`src/logic/bppc_pkg.sv`:
```
// ==========================================================================
// shared constants and types for the pack protection control block
package bppc_pkg;

  // ==========================================================================
  // register byte offsets
  localparam logic [7:0] OFS_STATUS = 8'h00;
  localparam logic [7:0] OFS_OUT_CTL = 8'h04;
  localparam logic [7:0] OFS_OL_LEVEL = 8'h08;
  localparam logic [7:0] OFS_OL_DELAY = 8'h0C;
  localparam logic [7:0] OFS_SC_CHG = 8'h10;
  localparam logic [7:0] OFS_SC_DSG = 8'h14;
  localparam logic [7:0] OFS_CELL_SEL = 8'h18;
  localparam logic [7:0] OFS_FUNC_CTL = 8'h1C;

  // ==========================================================================
  // field positions
  localparam int ST_SC_CHG = 0;
  localparam int ST_SC_DSG = 1;
  localparam int ST_OL = 2;
  localparam int ST_WDF = 3;
  localparam int ST_SLEEP = 4;
  localparam int ST_NORMAL = 5;
  localparam int OC_LATCH_CLR = 0;
  localparam int OC_DSG_EN = 1;
  localparam int OC_CHG_EN = 2;
  localparam int OC_ZV_EN = 3;
  localparam int FC_SLEEP_REQ = 0;
  localparam int FC_THERMISTOR_BIAS_OUT_EN = 5;

  // ==========================================================================
  // reset values
  localparam logic [4:0] OL_LEVEL_RST = 5'h00;
  localparam logic [3:0] OL_DELAY_RST = 4'h0;
  localparam logic [7:0] SC_RST = 8'h00;
  localparam logic [3:0] OUT_CTL_RST = 4'h0;
  localparam logic [3:0] CELL_SEL_RST = 4'h0;
  localparam logic [5:0] FUNC_CTL_RST = 6'h00;

  // ==========================================================================
  // level codes: value = base + code * step (millivolts)
  localparam int OL_BASE_MV = 50;
  localparam int OL_STEP_MV = 5;
  localparam int OL_HYST_MV = 10;
  localparam int SC_BASE_MV = 100;
  localparam int SC_STEP_MV = 25;
  localparam int SC_HYST_MV = 50;

  // ==========================================================================
  // delays in watchdog clock edges (one edge per unit of each step)
  localparam int OL_DLY_MIN_MS = 1;
  localparam int OL_DLY_STEP_MS = 2;
  localparam int SC_DLY_STEP_US = 61;

  // ==========================================================================
  // watchdog timing, counted in pclk cycles at 100 MHz
  localparam int CLK_MHZ = 100;
  localparam int WD_GAP_US = 100;
  localparam int WD_GAP_CYC = WD_GAP_US * CLK_MHZ;
  localparam int WD_START_MS = 700;
  localparam int WD_START_CYC = WD_START_MS * 1000 * CLK_MHZ;

  // ==========================================================================
  // supply monitor levels and fet drive bundle
  typedef struct packed {
    logic reg_low;
    logic reg_high;
  } bppc_supply_t;

  typedef struct packed {
    logic charge;
    logic discharge;
    logic zero_volt;
  } bppc_fet_t;

  typedef enum logic [1:0] {
    ST_OFF,
    ST_WAIT,
    ST_RUN
  } bppc_mode_t;

endpackage : bppc_pkg

```
`src/logic/bppc_top.sv`:
```
// Behaviour
// - regulator below lower threshold: all fet drives and functions off
// - regulator above upper threshold after start-up: enter normal mode
// - initial charge drive follows zero-volt strap level
// - overload level register selects 50..205 mV in 5 mV codes
// - overload level resets to lowest; comparator uses 10 mV hysteresis
// - short-circuit fields select 100..475 mV in 25 mV codes
// - short-circuit levels reset to lowest; comparator uses 50 mV hysteresis
// - separate short-circuit level and delay for charge and discharge
// - overload delay defaults to 1 ms, programmable to 31 ms in 2 ms
// - short-circuit delay defaults 0, to 915 us in 61 us, per direction
// - fault turns fets off only after blanking delay with condition present
// - fault turns fets off and sets one of four status bits
// - status bit set and alert asserted together
// - fault latched until latch-clear set then reset
// - cleared latch with persisting fault re-enters protection
// - cell select low two bits choose monitored cell
// - cell select next two bits choose monitor mode
// - watchdog clock times delays and is watched for loss
// - sleep input high or open enters sleep
// - alert output driven low on status changes
// - no watchdog clock within 700 ms of start: all fets off
// - watchdog gap of 100 us: fets off, flag latched until latch-clear
//
// The APB slave port and the register offsets were chosen for this implementation.
`timescale 1ns/1ps
module bppc_top #(
  parameter int WD_START_CYC = bppc_pkg::WD_START_CYC,
  parameter int WD_GAP_CYC = bppc_pkg::WD_GAP_CYC
) (
  // clock and reset
  input wire logic pclk,
  input wire logic presetn,
  // apb slave
  input wire logic psel,
  input wire logic penable,
  input wire logic pwrite,
  input wire logic [7:0] paddr,
  input wire logic [31:0] pwdata,
  output logic [31:0] prdata,
  output logic pready,
  output logic pslverr,
  // analog monitor and comparator inputs (asynchronous)
  input wire bppc_pkg::bppc_supply_t supply_in,
  input wire logic [9:0] sense_mv_in,
  input wire logic sense_charge_dir_in,
  input wire logic zero_volt_strap,
  input wire logic sleep_in,
  input wire logic watchdog_clock_in,
  // fet drives and control outputs
  output bppc_pkg::bppc_fet_t fet_drive,
  output logic thermistor_bias_out,
  output logic regulator_en,
  output logic [1:0] cell_index,
  output logic [1:0] monitor_mode,
  // open-drain alert: output enable low while driving low
  output logic alert_out_n,
  output logic alert_oe_n
);

  // ==========================================================================
  // input synchronisers
  logic [1:0] sup_lo_s, sup_hi_s, strap_s, sleep_s, wdi_s, dir_s;
  logic [9:0] sense_s1_q, sense_q;
  logic wdi_prev_q;

  // two flops on every async input
  always_ff @(posedge pclk or negedge presetn)
  begin
    if (!presetn)
    begin
      sup_lo_s <= 2'h3;
      sup_hi_s <= 2'h0;
      strap_s <= 2'h0;
      sleep_s <= 2'h3;
      wdi_s <= 2'h0;
      dir_s <= 2'h0;
      sense_s1_q <= 10'h000;
      sense_q <= 10'h000;
      wdi_prev_q <= 1'b0;
    end
    else
    begin
      sup_lo_s <= {sup_lo_s[0], supply_in.reg_low};
      sup_hi_s <= {sup_hi_s[0], supply_in.reg_high};
      strap_s <= {strap_s[0], zero_volt_strap};
      sleep_s <= {sleep_s[0], sleep_in};
      wdi_s <= {wdi_s[0], watchdog_clock_in};
      dir_s <= {dir_s[0], sense_charge_dir_in};
      sense_s1_q <= sense_mv_in;
      sense_q <= sense_s1_q;
      wdi_prev_q <= wdi_s[1];
    end
  end

  // synchronised levels and watchdog rising edge
  logic wd_edge, reg_low, reg_high, strap, asleep, chg_dir;
  assign wd_edge = wdi_s[1] & ~wdi_prev_q;
  assign reg_low = sup_lo_s[1];
  assign reg_high = sup_hi_s[1];
  assign strap = strap_s[1];
  assign chg_dir = dir_s[1];

  // ==========================================================================
  // registers
  logic [4:0] ol_level_q;
  logic [3:0] ol_delay_q;
  logic [7:0] sc_chg_q, sc_dsg_q;
  logic [3:0] out_ctl_q, cell_sel_q;
  logic [5:0] func_ctl_q;
  logic [3:0] status_q;
  logic [5:0] status_word;
  // apb access strobes
  logic wr, rd;
  assign wr = psel & penable & pwrite;
  assign rd = psel & penable & ~pwrite;
  assign asleep = sleep_s[1] | func_ctl_q[bppc_pkg::FC_SLEEP_REQ];

  // mode machine
  bppc_pkg::bppc_mode_t mode_q;
  logic [31:0] wd_cnt_q;
  logic wd_fault;

  // ==========================================================================
  // mode: off until regulator high, then watch for host clock
  always_ff @(posedge pclk or negedge presetn)
  begin
    if (!presetn)
      mode_q <= bppc_pkg::ST_OFF;
    else if (reg_low)
      mode_q <= bppc_pkg::ST_OFF;
    else
    begin
      unique case (mode_q)
        bppc_pkg::ST_OFF: if (reg_high) mode_q <= bppc_pkg::ST_WAIT;
        bppc_pkg::ST_WAIT: if (wd_edge) mode_q <= bppc_pkg::ST_RUN;
        bppc_pkg::ST_RUN: ;
        default: mode_q <= bppc_pkg::ST_OFF;
      endcase
    end
  end

  // watchdog gap and start-up timer
  always_ff @(posedge pclk or negedge presetn)
  begin
    if (!presetn)
      wd_cnt_q <= 32'h0;
    else if (wd_edge || mode_q == bppc_pkg::ST_OFF || asleep)
      wd_cnt_q <= 32'h0;
    else if (!wd_fault)
      wd_cnt_q <= wd_cnt_q + 32'h1;
  end

  assign wd_fault = !asleep &&
    ((mode_q == bppc_pkg::ST_WAIT && wd_cnt_q >= 32'(WD_START_CYC)) ||
     (mode_q == bppc_pkg::ST_RUN && wd_cnt_q >= 32'(WD_GAP_CYC)));

  // ==========================================================================
  // comparators with hysteresis
  // trip levels from the programmed codes
  logic [9:0] ol_trip_mv, sc_chg_mv, sc_dsg_mv;
  assign ol_trip_mv = 10'(bppc_pkg::OL_BASE_MV) + 10'(ol_level_q) * 10'(bppc_pkg::OL_STEP_MV);
  assign sc_chg_mv = 10'(bppc_pkg::SC_BASE_MV) + 10'(sc_chg_q[3:0]) * 10'(bppc_pkg::SC_STEP_MV);
  assign sc_dsg_mv = 10'(bppc_pkg::SC_BASE_MV) + 10'(sc_dsg_q[3:0]) * 10'(bppc_pkg::SC_STEP_MV);

  logic ol_cond_q, scc_cond_q, scd_cond_q;

  // trip above level, release below level minus hysteresis
  always_ff @(posedge pclk or negedge presetn)
  begin
    if (!presetn)
    begin
      ol_cond_q <= 1'b0;
      scc_cond_q <= 1'b0;
      scd_cond_q <= 1'b0;
    end
    else
    begin
      ol_cond_q <= !chg_dir && (ol_cond_q ? 11'(sense_q) + 11'(bppc_pkg::OL_HYST_MV) >= 11'(ol_trip_mv)
                                          : sense_q >= ol_trip_mv);
      scc_cond_q <= chg_dir && (scc_cond_q ? 11'(sense_q) + 11'(bppc_pkg::SC_HYST_MV) >= 11'(sc_chg_mv)
                                           : sense_q >= sc_chg_mv);
      scd_cond_q <= !chg_dir && (scd_cond_q ? 11'(sense_q) + 11'(bppc_pkg::SC_HYST_MV) >= 11'(sc_dsg_mv)
                                            : sense_q >= sc_dsg_mv);
    end
  end

  // ==========================================================================
  // blanking delays in watchdog edges
  logic [15:0] ol_need, scc_need, scd_need;
  logic [15:0] ol_cnt_q, scc_cnt_q, scd_cnt_q;
  assign ol_need = 16'(bppc_pkg::OL_DLY_MIN_MS) + 16'(ol_delay_q) * 16'(bppc_pkg::OL_DLY_STEP_MS);
  assign scc_need = 16'(sc_chg_q[7:4]) * 16'(bppc_pkg::SC_DLY_STEP_US);
  assign scd_need = 16'(sc_dsg_q[7:4]) * 16'(bppc_pkg::SC_DLY_STEP_US);

  // trip once the blanking count is reached
  logic ol_trip, scc_trip, scd_trip;
  assign ol_trip = ol_cond_q && ol_cnt_q >= ol_need;
  assign scc_trip = scc_cond_q && scc_cnt_q >= scc_need;
  assign scd_trip = scd_cond_q && scd_cnt_q >= scd_need;

  // count edges while condition holds, restart when it drops
  always_ff @(posedge pclk or negedge presetn)
  begin
    if (!presetn)
    begin
      ol_cnt_q <= 16'h0;
      scc_cnt_q <= 16'h0;
      scd_cnt_q <= 16'h0;
    end
    else
    begin
      ol_cnt_q <= !ol_cond_q ? 16'h0 : (wd_edge && !ol_trip) ? ol_cnt_q + 16'h1 : ol_cnt_q;
      scc_cnt_q <= !scc_cond_q ? 16'h0 : (wd_edge && !scc_trip) ? scc_cnt_q + 16'h1 : scc_cnt_q;
      scd_cnt_q <= !scd_cond_q ? 16'h0 : (wd_edge && !scd_trip) ? scd_cnt_q + 16'h1 : scd_cnt_q;
    end
  end

  // ==========================================================================
  // status latch; set wins over clear
  logic clr_q, clr_fall, active;
  assign active = mode_q != bppc_pkg::ST_OFF && !asleep;
  assign clr_fall = clr_q && wr && paddr == bppc_pkg::OFS_OUT_CTL &&
                    !pwdata[bppc_pkg::OC_LATCH_CLR];
  logic [3:0] events;
  assign events = active ? {wd_fault, ol_trip, scd_trip, scc_trip} : 4'h0;
  logic sleep_prev_q, alert_q, strap_cap_q;

  always_ff @(posedge pclk or negedge presetn)
  begin
    if (!presetn)
    begin
      status_q[3:0] <= 4'h0;
      clr_q <= 1'b0;
    end
    else
    begin
      if (wr && paddr == bppc_pkg::OFS_OUT_CTL)
        clr_q <= pwdata[bppc_pkg::OC_LATCH_CLR];
      status_q[3:0] <= (clr_fall ? 4'h0 : status_q[3:0]) | events;
    end
  end

  // alert: low on fault or sleep change, released by read after clear
  always_ff @(posedge pclk or negedge presetn)
  begin
    if (!presetn)
    begin
      alert_q <= 1'b0;
      sleep_prev_q <= 1'b1;
    end
    else
    begin
      sleep_prev_q <= asleep;
      if (|events || sleep_prev_q != asleep)
        alert_q <= 1'b1;
      else if (rd && paddr == bppc_pkg::OFS_STATUS && !clr_q && status_q[3:0] == 4'h0)
        alert_q <= 1'b0;
    end
  end

  // readable status: latched faults plus live sleep and normal flags
  always_comb
  begin
    status_word = {2'h0, status_q};
    status_word[bppc_pkg::ST_SLEEP] = asleep;
    status_word[bppc_pkg::ST_NORMAL] = mode_q == bppc_pkg::ST_RUN;
  end

  // ==========================================================================
  // strap sampled while off, held from leaving the off state
  always_ff @(posedge pclk or negedge presetn)
  begin
    if (!presetn)
      strap_cap_q <= 1'b0;
    else if (mode_q == bppc_pkg::ST_OFF)
      strap_cap_q <= strap;
  end

  // register writes
  always_ff @(posedge pclk or negedge presetn)
  begin
    if (!presetn)
    begin
      ol_level_q <= bppc_pkg::OL_LEVEL_RST;
      ol_delay_q <= bppc_pkg::OL_DELAY_RST;
      sc_chg_q <= bppc_pkg::SC_RST;
      sc_dsg_q <= bppc_pkg::SC_RST;
      out_ctl_q <= bppc_pkg::OUT_CTL_RST;
      cell_sel_q <= bppc_pkg::CELL_SEL_RST;
      func_ctl_q <= bppc_pkg::FUNC_CTL_RST;
    end
    else if (wr)
    begin
      unique case (paddr)
        bppc_pkg::OFS_OL_LEVEL: ol_level_q <= pwdata[4:0];
        bppc_pkg::OFS_OL_DELAY: ol_delay_q <= pwdata[3:0];
        bppc_pkg::OFS_SC_CHG: sc_chg_q <= pwdata[7:0];
        bppc_pkg::OFS_SC_DSG: sc_dsg_q <= pwdata[7:0];
        bppc_pkg::OFS_OUT_CTL: out_ctl_q <= pwdata[3:0];
        bppc_pkg::OFS_CELL_SEL: cell_sel_q <= pwdata[3:0];
        bppc_pkg::OFS_FUNC_CTL: func_ctl_q <= pwdata[5:0];
        default: ;
      endcase
    end
  end

  // ==========================================================================
  // fet drives: off on any latched fault, sleep or low supply
  logic fets_ok, chg_on;
  assign fets_ok = mode_q == bppc_pkg::ST_RUN && !asleep && status_q[3:0] == 4'h0 && ~|events;
  assign chg_on = out_ctl_q[bppc_pkg::OC_CHG_EN] | strap_cap_q;

  always_ff @(posedge pclk or negedge presetn)
  begin
    if (!presetn)
    begin
      fet_drive <= '0;
      thermistor_bias_out <= 1'b0;
      regulator_en <= 1'b0;
      cell_index <= 2'h0;
      monitor_mode <= 2'h0;
      alert_out_n <= 1'b1;
      alert_oe_n <= 1'b1;
      prdata <= 32'h0;
    end
    else
    begin
      fet_drive.charge <= fets_ok && chg_on;
      fet_drive.discharge <= fets_ok && out_ctl_q[bppc_pkg::OC_DSG_EN];
      fet_drive.zero_volt <= fets_ok && out_ctl_q[bppc_pkg::OC_ZV_EN];
      thermistor_bias_out <= !reg_low && func_ctl_q[bppc_pkg::FC_THERMISTOR_BIAS_OUT_EN];
      regulator_en <= !reg_low && mode_q != bppc_pkg::ST_OFF;
      cell_index <= cell_sel_q[1:0];
      monitor_mode <= cell_sel_q[3:2];
      alert_out_n <= 1'b0;
      alert_oe_n <= ~alert_q;
      if (psel && !penable && !pwrite)
      begin
        unique case (paddr)
          bppc_pkg::OFS_STATUS: prdata <= {26'h0, status_word};
          bppc_pkg::OFS_OUT_CTL: prdata <= {28'h0, out_ctl_q[3:1], clr_q};
          bppc_pkg::OFS_OL_LEVEL: prdata <= {27'h0, ol_level_q};
          bppc_pkg::OFS_OL_DELAY: prdata <= {28'h0, ol_delay_q};
          bppc_pkg::OFS_SC_CHG: prdata <= {24'h0, sc_chg_q};
          bppc_pkg::OFS_SC_DSG: prdata <= {24'h0, sc_dsg_q};
          bppc_pkg::OFS_CELL_SEL: prdata <= {28'h0, cell_sel_q};
          bppc_pkg::OFS_FUNC_CTL: prdata <= {26'h0, func_ctl_q};
          default: prdata <= 32'h0;
        endcase
      end
    end
  end

  // apb answers in the first access cycle; unmapped gives slverr
  logic mapped;
  assign mapped = paddr[1:0] == 2'h0 && paddr <= bppc_pkg::OFS_FUNC_CTL;
  always_ff @(posedge pclk or negedge presetn)
  begin
    if (!presetn)
    begin
      pready <= 1'b0;
      pslverr <= 1'b0;
    end
    else
    begin
      pready <= psel && !penable;
      pslverr <= psel && !penable && !mapped;
    end
  end

endmodule : bppc_top

```
`config.mk`:
```
export PLATFORM = sky130hd
export DESIGN_NAME = bppc_top
export DESIGN_NICKNAME = d
export VERILOG_FILES = /design/src/logic/bppc_pkg.sv /design/src/logic/bppc_top.sv
export SDC_FILE = /design/constraint.sdc
export NUM_CORES = 1
export LEC_CHECK = 0
export ABC_AREA = 0
export BUFFER_PORTS_ARGS = -buffer_cell sky130_fd_sc_hd__buf_2
export CAP_MARGIN = 20
export CORE_ASPECT_RATIO = 0.5
export CORE_UTILIZATION = 40
export DETAILED_ROUTE_END_ITERATION = 10
export GPL_ROUTABILITY_DRIVEN = 0
export PLACE_DENSITY = 0.59
export SETUP_SLACK_MARGIN = 0.15
export SLEW_MARGIN = 20
export SYNTH_ARGS = -nofsm -noshare
export SYNTH_HDL_FRONTEND = slang
export SYNTH_SLANG_ARGS = --single-unit
```
`constraint.sdc`:
```
create_clock -name pclk -period 7.6 [get_ports pclk]
set_clock_uncertainty 0.15 [all_clocks]
set_input_delay 1.52 -clock pclk [delete_from_list [all_inputs] [get_ports pclk]]
set_output_delay 1.52 -clock pclk [all_outputs]
set_load 0.005 [all_outputs]
```
==> out/results.tsv, run 1 <==
metric	value	unit
synth_ff_type	dfrtp_1	
die_w	244	um
die_area	30000	um2
hpwl	18900	um
drv_cap	0	
final_antenna_net_count	0	
critPathCaptureType	flip-flop	
avgSynthCellArea	10.0	um2
setup_violations	0	
cts_buffer_depth	2	
drc_errors	0	
worstPathRequired	7.78	ns
synthTopCellsByCount	178 x dfrtp_1, 148 x ha_1, 95 x nand2_1	
status	completed	
post_drt_via_cell_ratio	5.25	
ys_ff_latch	185	
irDropWorstVdd	160	uV
drt_wl_total	25100	um
numCtsBuffers	17	
rsz0062_at_grt	no	
crit_path_start_kind	flip-flop	
total_power	2.15	mW
grt_pass1_vias	8324	
vias	8502	
synth_warnings	0	
hold_viol	0	
grt_max_degree	113	
yosysMostFrequentCell	dfrtp_1	
clkSinkCount	185	
syn-cell-area	11700	um2
synth_area_leader_cell	dfrtp_1	
p_per_area	166	nW/um2
drive_above_1_share	0.118	
hold_buffers	0	
postLayoutCoreUtil	0.458	
fin_tns_setup	0	ns
min_period_over_period	0.678	
crit_path_max_fanout	11	
core_area	28200	um2
postSynthCellCount	1171	
initial_core_util	0.415	
synth.distinct_cells	63	
overflow	0	
synth_area_leaders	dfrtp_1 38%, ha_1 16%, mux2_2 3.4%	
postCtsResizedCells	0	
area_growth_syn_to_layout	10.4	%
htreeDepth	4	
synthArstFlopShare	1.00	
synth_edf_count	0	
path_clk_slew	0.07	ns
arrival	5.33	ns
grt_antenna_before_repair	0	
drv_slew	0	
tightest_slew	1.05	ns
drt_iter0_drc	511	
cts_setup_buffers	0	
fp.dieH	123	um
max_freq	194	MHz
nNetsFinal	1448	
power_leakage	6.33	nW
fin_crit	5.15	ns
root_buffer	clkbuf_16	
grt_pass1_wl	42100	um
grt_usage	0.177	
nFillCells	2655	
slew_headroom	0.302	
holdCritPathClass	reg -> reg	
drtPass1Iterations	6	
io_pins	106	
criticalPathCategory	reg -> reg	
ys_seq_area_frac	0.396	
avgRoutedWirePerCell	15.5	um
num_antenna_cells	0	
rows	43	
port_buffers	57	
yosysTopAreaCellShare	0.380	
clk_latency	0.46	ns
cts_tree	yes	
==> metal layers <==
layer / vias to the layer above / GRT usage / share of wire
li1: 4203 / - / -
met3: 20 / 0.0412 / 0.035
met1: 4155 / 0.235 / 0.48
met2: 124 / 0.295 / 0.47
met5: - / 0 / 0
met4: 0 / 0.0418 / 0.0089
==> cell families (layout without fill, tap and decap cells) <==
group           after synthesis  after routing  synth area share
compound gates              203            203             0.112
buf+inv                     132            174            0.0507
simple gates                382            382             0.169
flops                       185            185             0.396
xor+xnor                     55             55            0.0411
mux                          50             50            0.0465
fa+ha+maj                   163            163             0.184
other cells                   1             25          0.000320
==> through the flow <==
step,cells,cell area (um2),setup slack [ns],hold slack [ns]
floorplan,1195,11800,3.13,0.181
global route,1619,12900,1.94,0.210
detailed placement,1587,12300,2.23,0.186
finish,1619,12900,2.45,0.200
CTS,1619,12900,2.22,0.203
global placement,1587,12300,2.33,0.182
==> sequential cells by signal, summed over array words and instances (netlist names), 3 cells and up <==
register and flops:
sense_s1_q 10, prdata 8, sense_q 10, out_ctl_q 4
scc_cnt_q 16, fet_drive 3, ol_delay_q 4, cell_sel_q 4
ol_cnt_q 16, func_ctl_q 6, status_q 4, wd_cnt_q 32
sc_chg_q 8, sc_dsg_q 8, scd_cnt_q 16, ol_level_q 5
==> layout make-up <==
cell class	instances	area [um2]	area share
Multi-Input combinational cell	878	6570	0.508
Sequential cell	185	4640	0.359
Tap cell	382	478	0.0370
Clock buffer	19	443	0.0343
Timing Repair Buffer	61	324	0.0251
Inverter	81	304	0.0235
Clock inverter	13	171	0.0133
==> cell usage in the layout (no fill, tap or decap), drive strengths merged, types with 11 or more instances in the layout <==
cell,Yosys,layout
clkbuf,24,20
fa,15,15
or3,17,17
mux2,35,35
and2,25,25
ha,148,148
a21oi,47,47
xor2,24,24
a21o,19,19
nor4,12,12
xnor2,31,31
nor3,32,32
conb,1,25
nor2b,14,14
nand2,95,95
mux2i,15,15
nand4,19,19
dfrtp,178,178
buf,27,60
nand2b,15,15
nand3,34,34
nor2,68,68
o21ai,57,57
and3,11,11
inv,81,90
==> critical path, stage by stage (launching register included) <==
cell and delay (ns):
dfrtp_1 0.53, fa_1 0.60, inv_1 0.06, fa_1 0.49, inv_1 0.04, ha_1 0.33
a21o_1 0.17, a21oi_1 0.21, o21ai_0 0.11, a21oi_1 0.19, xor2_1 0.21, ha_1 0.28
nand2_1 0.07, nand3_1 0.09, o21ai_0 0.28, o21ai_1 0.31, nor3_1 0.61, nand3_1 0.17
mux2i_1 0.15
==> power breakdown <==
part | internal (mW) | total, mW | switching [mW] | leakage (nW)
clock | 0.510 | 0.939 | 0.429 | 0.302
sequential | 1.01 | 1.03 | 0.0283 | 2.43
combinational | 0.0683 | 0.178 | 0.110 | 3.60
total | 1.58 | 2.15 | 0.567 | 6.33
==> worst paths after layout <==
| kind | startpoint | end | slack (ns) | depth (start not counted) |
|---|---|---|---|---|
| max | sc_chg_q[6]$_DFFE_PN0P_ | scc_cnt_q[9]$_DFFE_PN0P_ | 2.45 | 18 |
| min | sense_s1_q[9]$_DFF_PN0_ | sense_q[9]$_DFF_PN0_ | 0.20 | 0 |
| min in group asynchronous | presetn | ol_cnt_q[7]$_DFFE_PN0P_ | 1.03 | 1 |
| min reg2reg | sense_s1_q[9]$_DFF_PN0_ | sense_q[9]$_DFF_PN0_ | 0.20 | 0 |
| max reg2reg | sc_chg_q[6]$_DFFE_PN0P_ | scc_cnt_q[9]$_DFFE_PN0P_ | 2.45 | 18 |
| max in group asynchronous | presetn | scd_cnt_q[12]$_DFFE_PN0P_ | 4.73 | 2 |
No activity file was read; power rests on OpenSTA's default activity.
==> inputs of run 2 (changes only) <==
--- a/config.mk
+++ b/config.mk
@@ -5,7 +5,7 @@
 export SDC_FILE = /design/constraint.sdc
 export NUM_CORES = 1
 export LEC_CHECK = 0
-export ABC_AREA = 0
+export ABC_AREA = 1
 export BUFFER_PORTS_ARGS = -buffer_cell sky130_fd_sc_hd__buf_2
 export CAP_MARGIN = 20
 export CORE_ASPECT_RATIO = 0.5
==> constraint.sdc (replaced) <==
create_clock -name pclk -period 4.9 [get_ports pclk]
set_clock_uncertainty 0.15 [all_clocks]
set_input_delay 0.98 -clock pclk [delete_from_list [all_inputs] [get_ports pclk]]
set_output_delay 0.98 -clock pclk [all_outputs]
set_load 0.005 [all_outputs]
==> out/results.tsv, run 2 <==
metric	value	unit	change
p_per_area	244	nW/um2	+47%
fin_tns_setup	0	ns	unchanged
drtPass1Iterations	8		+2
drive_above_1_share	0.0854		-0.0326
holdCritPathClass	reg -> reg		
p_sw_frac	0.289		+0.0253
grt_usage	0.191		+0.0136
min_from	dir_s[0]$_DFF_PN0_		
layout_commonest_cell	nand2_1		
synth_ff_type	dfrtp_1		
synth-adder-area-share	0.173		-0.0104
die_w	251	um	+2.9%
finalHoldWorstSlack	0.198	ns	-0.00186 ns
tightest_slew	0.901	ns	-0.146 ns
synthTopCellsByCount	307 x nand2_1, 196 x inv_1, 178 x dfrtp_1		
initial_core_util	0.409		-0.00623
numCtsBuffers	17		unchanged
p_comb_frac	0.098		+0.015
grt_antenna_before_repair	1		+1
yosysTopAreaCellShare	0.359		-0.0216
fin_ws	0.585	ns	-1.86 ns
path_clk_slew	0.07	ns	about the same
ys_ff_latch	185		unchanged
pwr-share-clk	0.420		-0.016
nFillCells	3033		+14%
avgSynthCellArea	8.17	um2	-18%
drc_errors	2		+2
synthArstFlopShare	1.00		unchanged
yosys.area_share.simple	0.237		+0.0676
synth_edf_count	0		unchanged
fin_crit	4.31	ns	-0.838 ns
syn-cell-area	12400	um2	+6.0%
cts_tree	yes		
synth_top_family_by_area	simple AND/OR/NAND/NOR gates		
io_pins	106		unchanged
irDropWorstVdd	252	uV	+57%
core_area	30400	um2	+7.6%
overflow	0		unchanged
htreeDepth	4		unchanged
ys_seq_area_frac	0.373		-0.0225
port_buffers	57		unchanged
drt_wl_total	28600	um	+14%
clk_latency	0.46	ns	about the same
postSynthCellCount	1520		+30%
synth_warnings	0		unchanged
vias	9890		+16%
setup.worst_path.start	sc_dsg_q[6]$_DFFE_PN0P_		
dpl_worst_slack	0.351	ns	-1.88 ns
nNetsFinal	1803		+25%
crit_path_max_fanout	15		+4
slew_headroom	0.400		+0.0974
drv_slew	0		unchanged
worstPathRequired	5.09	ns	-2.69 ns
setup_violations	0		unchanged
rsz0062_at_grt	no		
avgRoutedWirePerCell	14.3	um	-7.6%
grt_pass1_wl	48000	um	+14%
die_area	31800	um2	+6.0%
synth_mux_area_frac	0.000907		-0.0456
status	finished, violations left		
critPathCaptureType	flip-flop		
hold_viol	0		unchanged
synthXorXnorAreaFrac	0.0402		-0.000926
largest_register_ffs	32		unchanged
worst_r2r_path_depth	20		+2
fp.dieH	127	um	+2.9%
yosysMostFrequentCell	nand2_1		
synth.distinct_cells	46		-27%
seqPwrFrac	0.482		about the same
criticalPathCategory	reg -> reg		
grt_pass1_vias	9402		+13%
drt_iter0_drc	693		+36%
final_cell_mix	306 x nand2_1, 196 x inv_1, 178 x dfrtp_1		
root_buffer	clkbuf_16		
r2r_end	scd_cnt_q[10]$_DFFE_PN0P_		
synth_area_leader_cell	dfrtp_1		
grt_max_degree	107		-5.3%
min_period_over_period	0.881		+0.203
crit_path_start_kind	flip-flop		
arrival	4.50	ns	-0.83 ns
post_drt_via_cell_ratio	4.96		-5.5%
area_growth_syn_to_layout	9.70	%	
p_int	2.37	mW	+49%
hold-path-cell-count	0		unchanged
drv_cap	0		unchanged
synth-compound-area-share	0.0872		-0.0251
hold_buffers	0		unchanged
hpwl	21800	um	+16%
top_register	wd_cnt_q		
rows	45		+4.7%
r2r_slack	0.59	ns	-1.86 ns
r2r-start	sc_dsg_q[6]$_DFFE_PN0P_		
power.switching	0.962	mW	+70%
clkSinkCount	185		unchanged
synth_area_leaders	dfrtp_1 36%, ha_1 15%, nand2_1 9.3%		
violations	design-rule violations		
max_freq	232	MHz	+19%
cts_buffer_depth	2		unchanged
power_leakage	6.69	nW	+5.8%
hold_end	dir_s[1]$_DFF_PN0_		
final_antenna_net_count	0		unchanged
-- run 2: changes by cell type after synthesis, moves of 17 or more --
cell      previous run  this run
nand2_1             95       307
clkbuf_1            24         5
inv_1               81       196
mux2_2              35         1
or3_1               17         0
nor2_1              68       146
nand3_1             34        92
nand4_1             19        42
and2_1              25         0
o21ai_1              1        37
-- run 2: cell families (layout without fill, tap and decap cells) --
family	count (synthesis)	after routing
AND/OR/NAND/NOR	664	664
buffers and inverters	252	300
AO/OA/AOI/OAI	197	197
flip-flops	185	185
adder cells (fa/ha/maj)	163	163
XOR/XNOR	57	57
other	1	26
multiplexers	1	1
-- run 2: power by group through the flow --
| stage | clock [mW] | combinational, mW | sequential (mW) |
|---|---|---|---|
| floorplan | 0 | 0.240 | 1.61 |
| global placement | 0 | 0.325 | 1.63 |
| detailed placement | 0 | 0.332 | 1.63 |
| CTS | 1.44 | 0.333 | 1.60 |
| global route | 1.50 | 0.386 | 1.61 |
| finish | 1.40 | 0.327 | 1.60 |
-- run 2: final cells by class --
type,count,area [um2],area share
Tap cell,399,499,0.0366
Antenna cell,1,2.50,0.000184
Inverter,205,772,0.0567
Multi-Input combinational cell,1107,6790,0.498
Clock buffer,19,443,0.0325
Clock inverter,13,145,0.0107
Timing Repair Buffer,63,339,0.0249
Sequential cell,185,4640,0.340
-- run 2: how the worst max path moves through the flow --
stage | endpoint | slack [ns]
final | scd_cnt_q[10]$_DFFE_PN0P_ | 0.59
after global routing | scd_cnt_q[8]$_DFFE_PN0P_ | 0.18
after CTS | scc_cnt_q[10]$_DFFE_PN0P_ | 0.38
after detailed placement | scc_cnt_q[3]$_DFFE_PN0P_ | 0.35
after global placement | scc_cnt_q[10]$_DFFE_PN0P_ | 0.49
after floorplan | scc_cnt_q[5]$_DFFE_PN0P_ | 0.95
-- run 2: metal layers --
metal  up-vias  share of wire  track usage
met3        31          0.034       0.0314
met1      4622           0.50        0.268
met2       151           0.45        0.296
met4         0          0.019       0.0692
li1       5086              -            -
met5         -              0            0
-- run 2: timing repair --
| item | CTS | global route |
|---|---|---|
| setup buffers | 0 | 0 |
| gates resized for setup | 0 | 3 |
| endpoints found under the setup margin | 0 | 16 |
-- run 2: critical path, cell delays in order, from the launching register on --
cell      delay [ns]
dfrtp_1         0.49
fa_1            0.57
inv_1           0.06
fa_1            0.50
inv_1           0.04
ha_1            0.34
a21oi_1         0.14
nand2_1         0.09
a21oi_1         0.15
o21ai_0         0.12
xnor2_1         0.17
ha_1            0.28
nand3_1         0.08
nor2_1          0.15
nand3_1         0.08
nand3_1         0.13
nand2_1         0.08
nand2_1         0.13
nand2_2         0.20
nand3b_1        0.18
nand2_1         0.07
-- run 2: through the flow --
stage | power [mW] | instance area (um2) | util | std cells
after floorplan | 1.85 | 12500 | - | 1544
after global placement | 1.96 | 13000 | 0.429 | 1959
after detailed placement | 1.96 | 13000 | 0.429 | 1959
after CTS | 3.38 | 13600 | 0.448 | 1991
after global routing | 3.50 | 13600 | 0.448 | 1992
final | 3.33 | 13600 | 0.448 | 1992
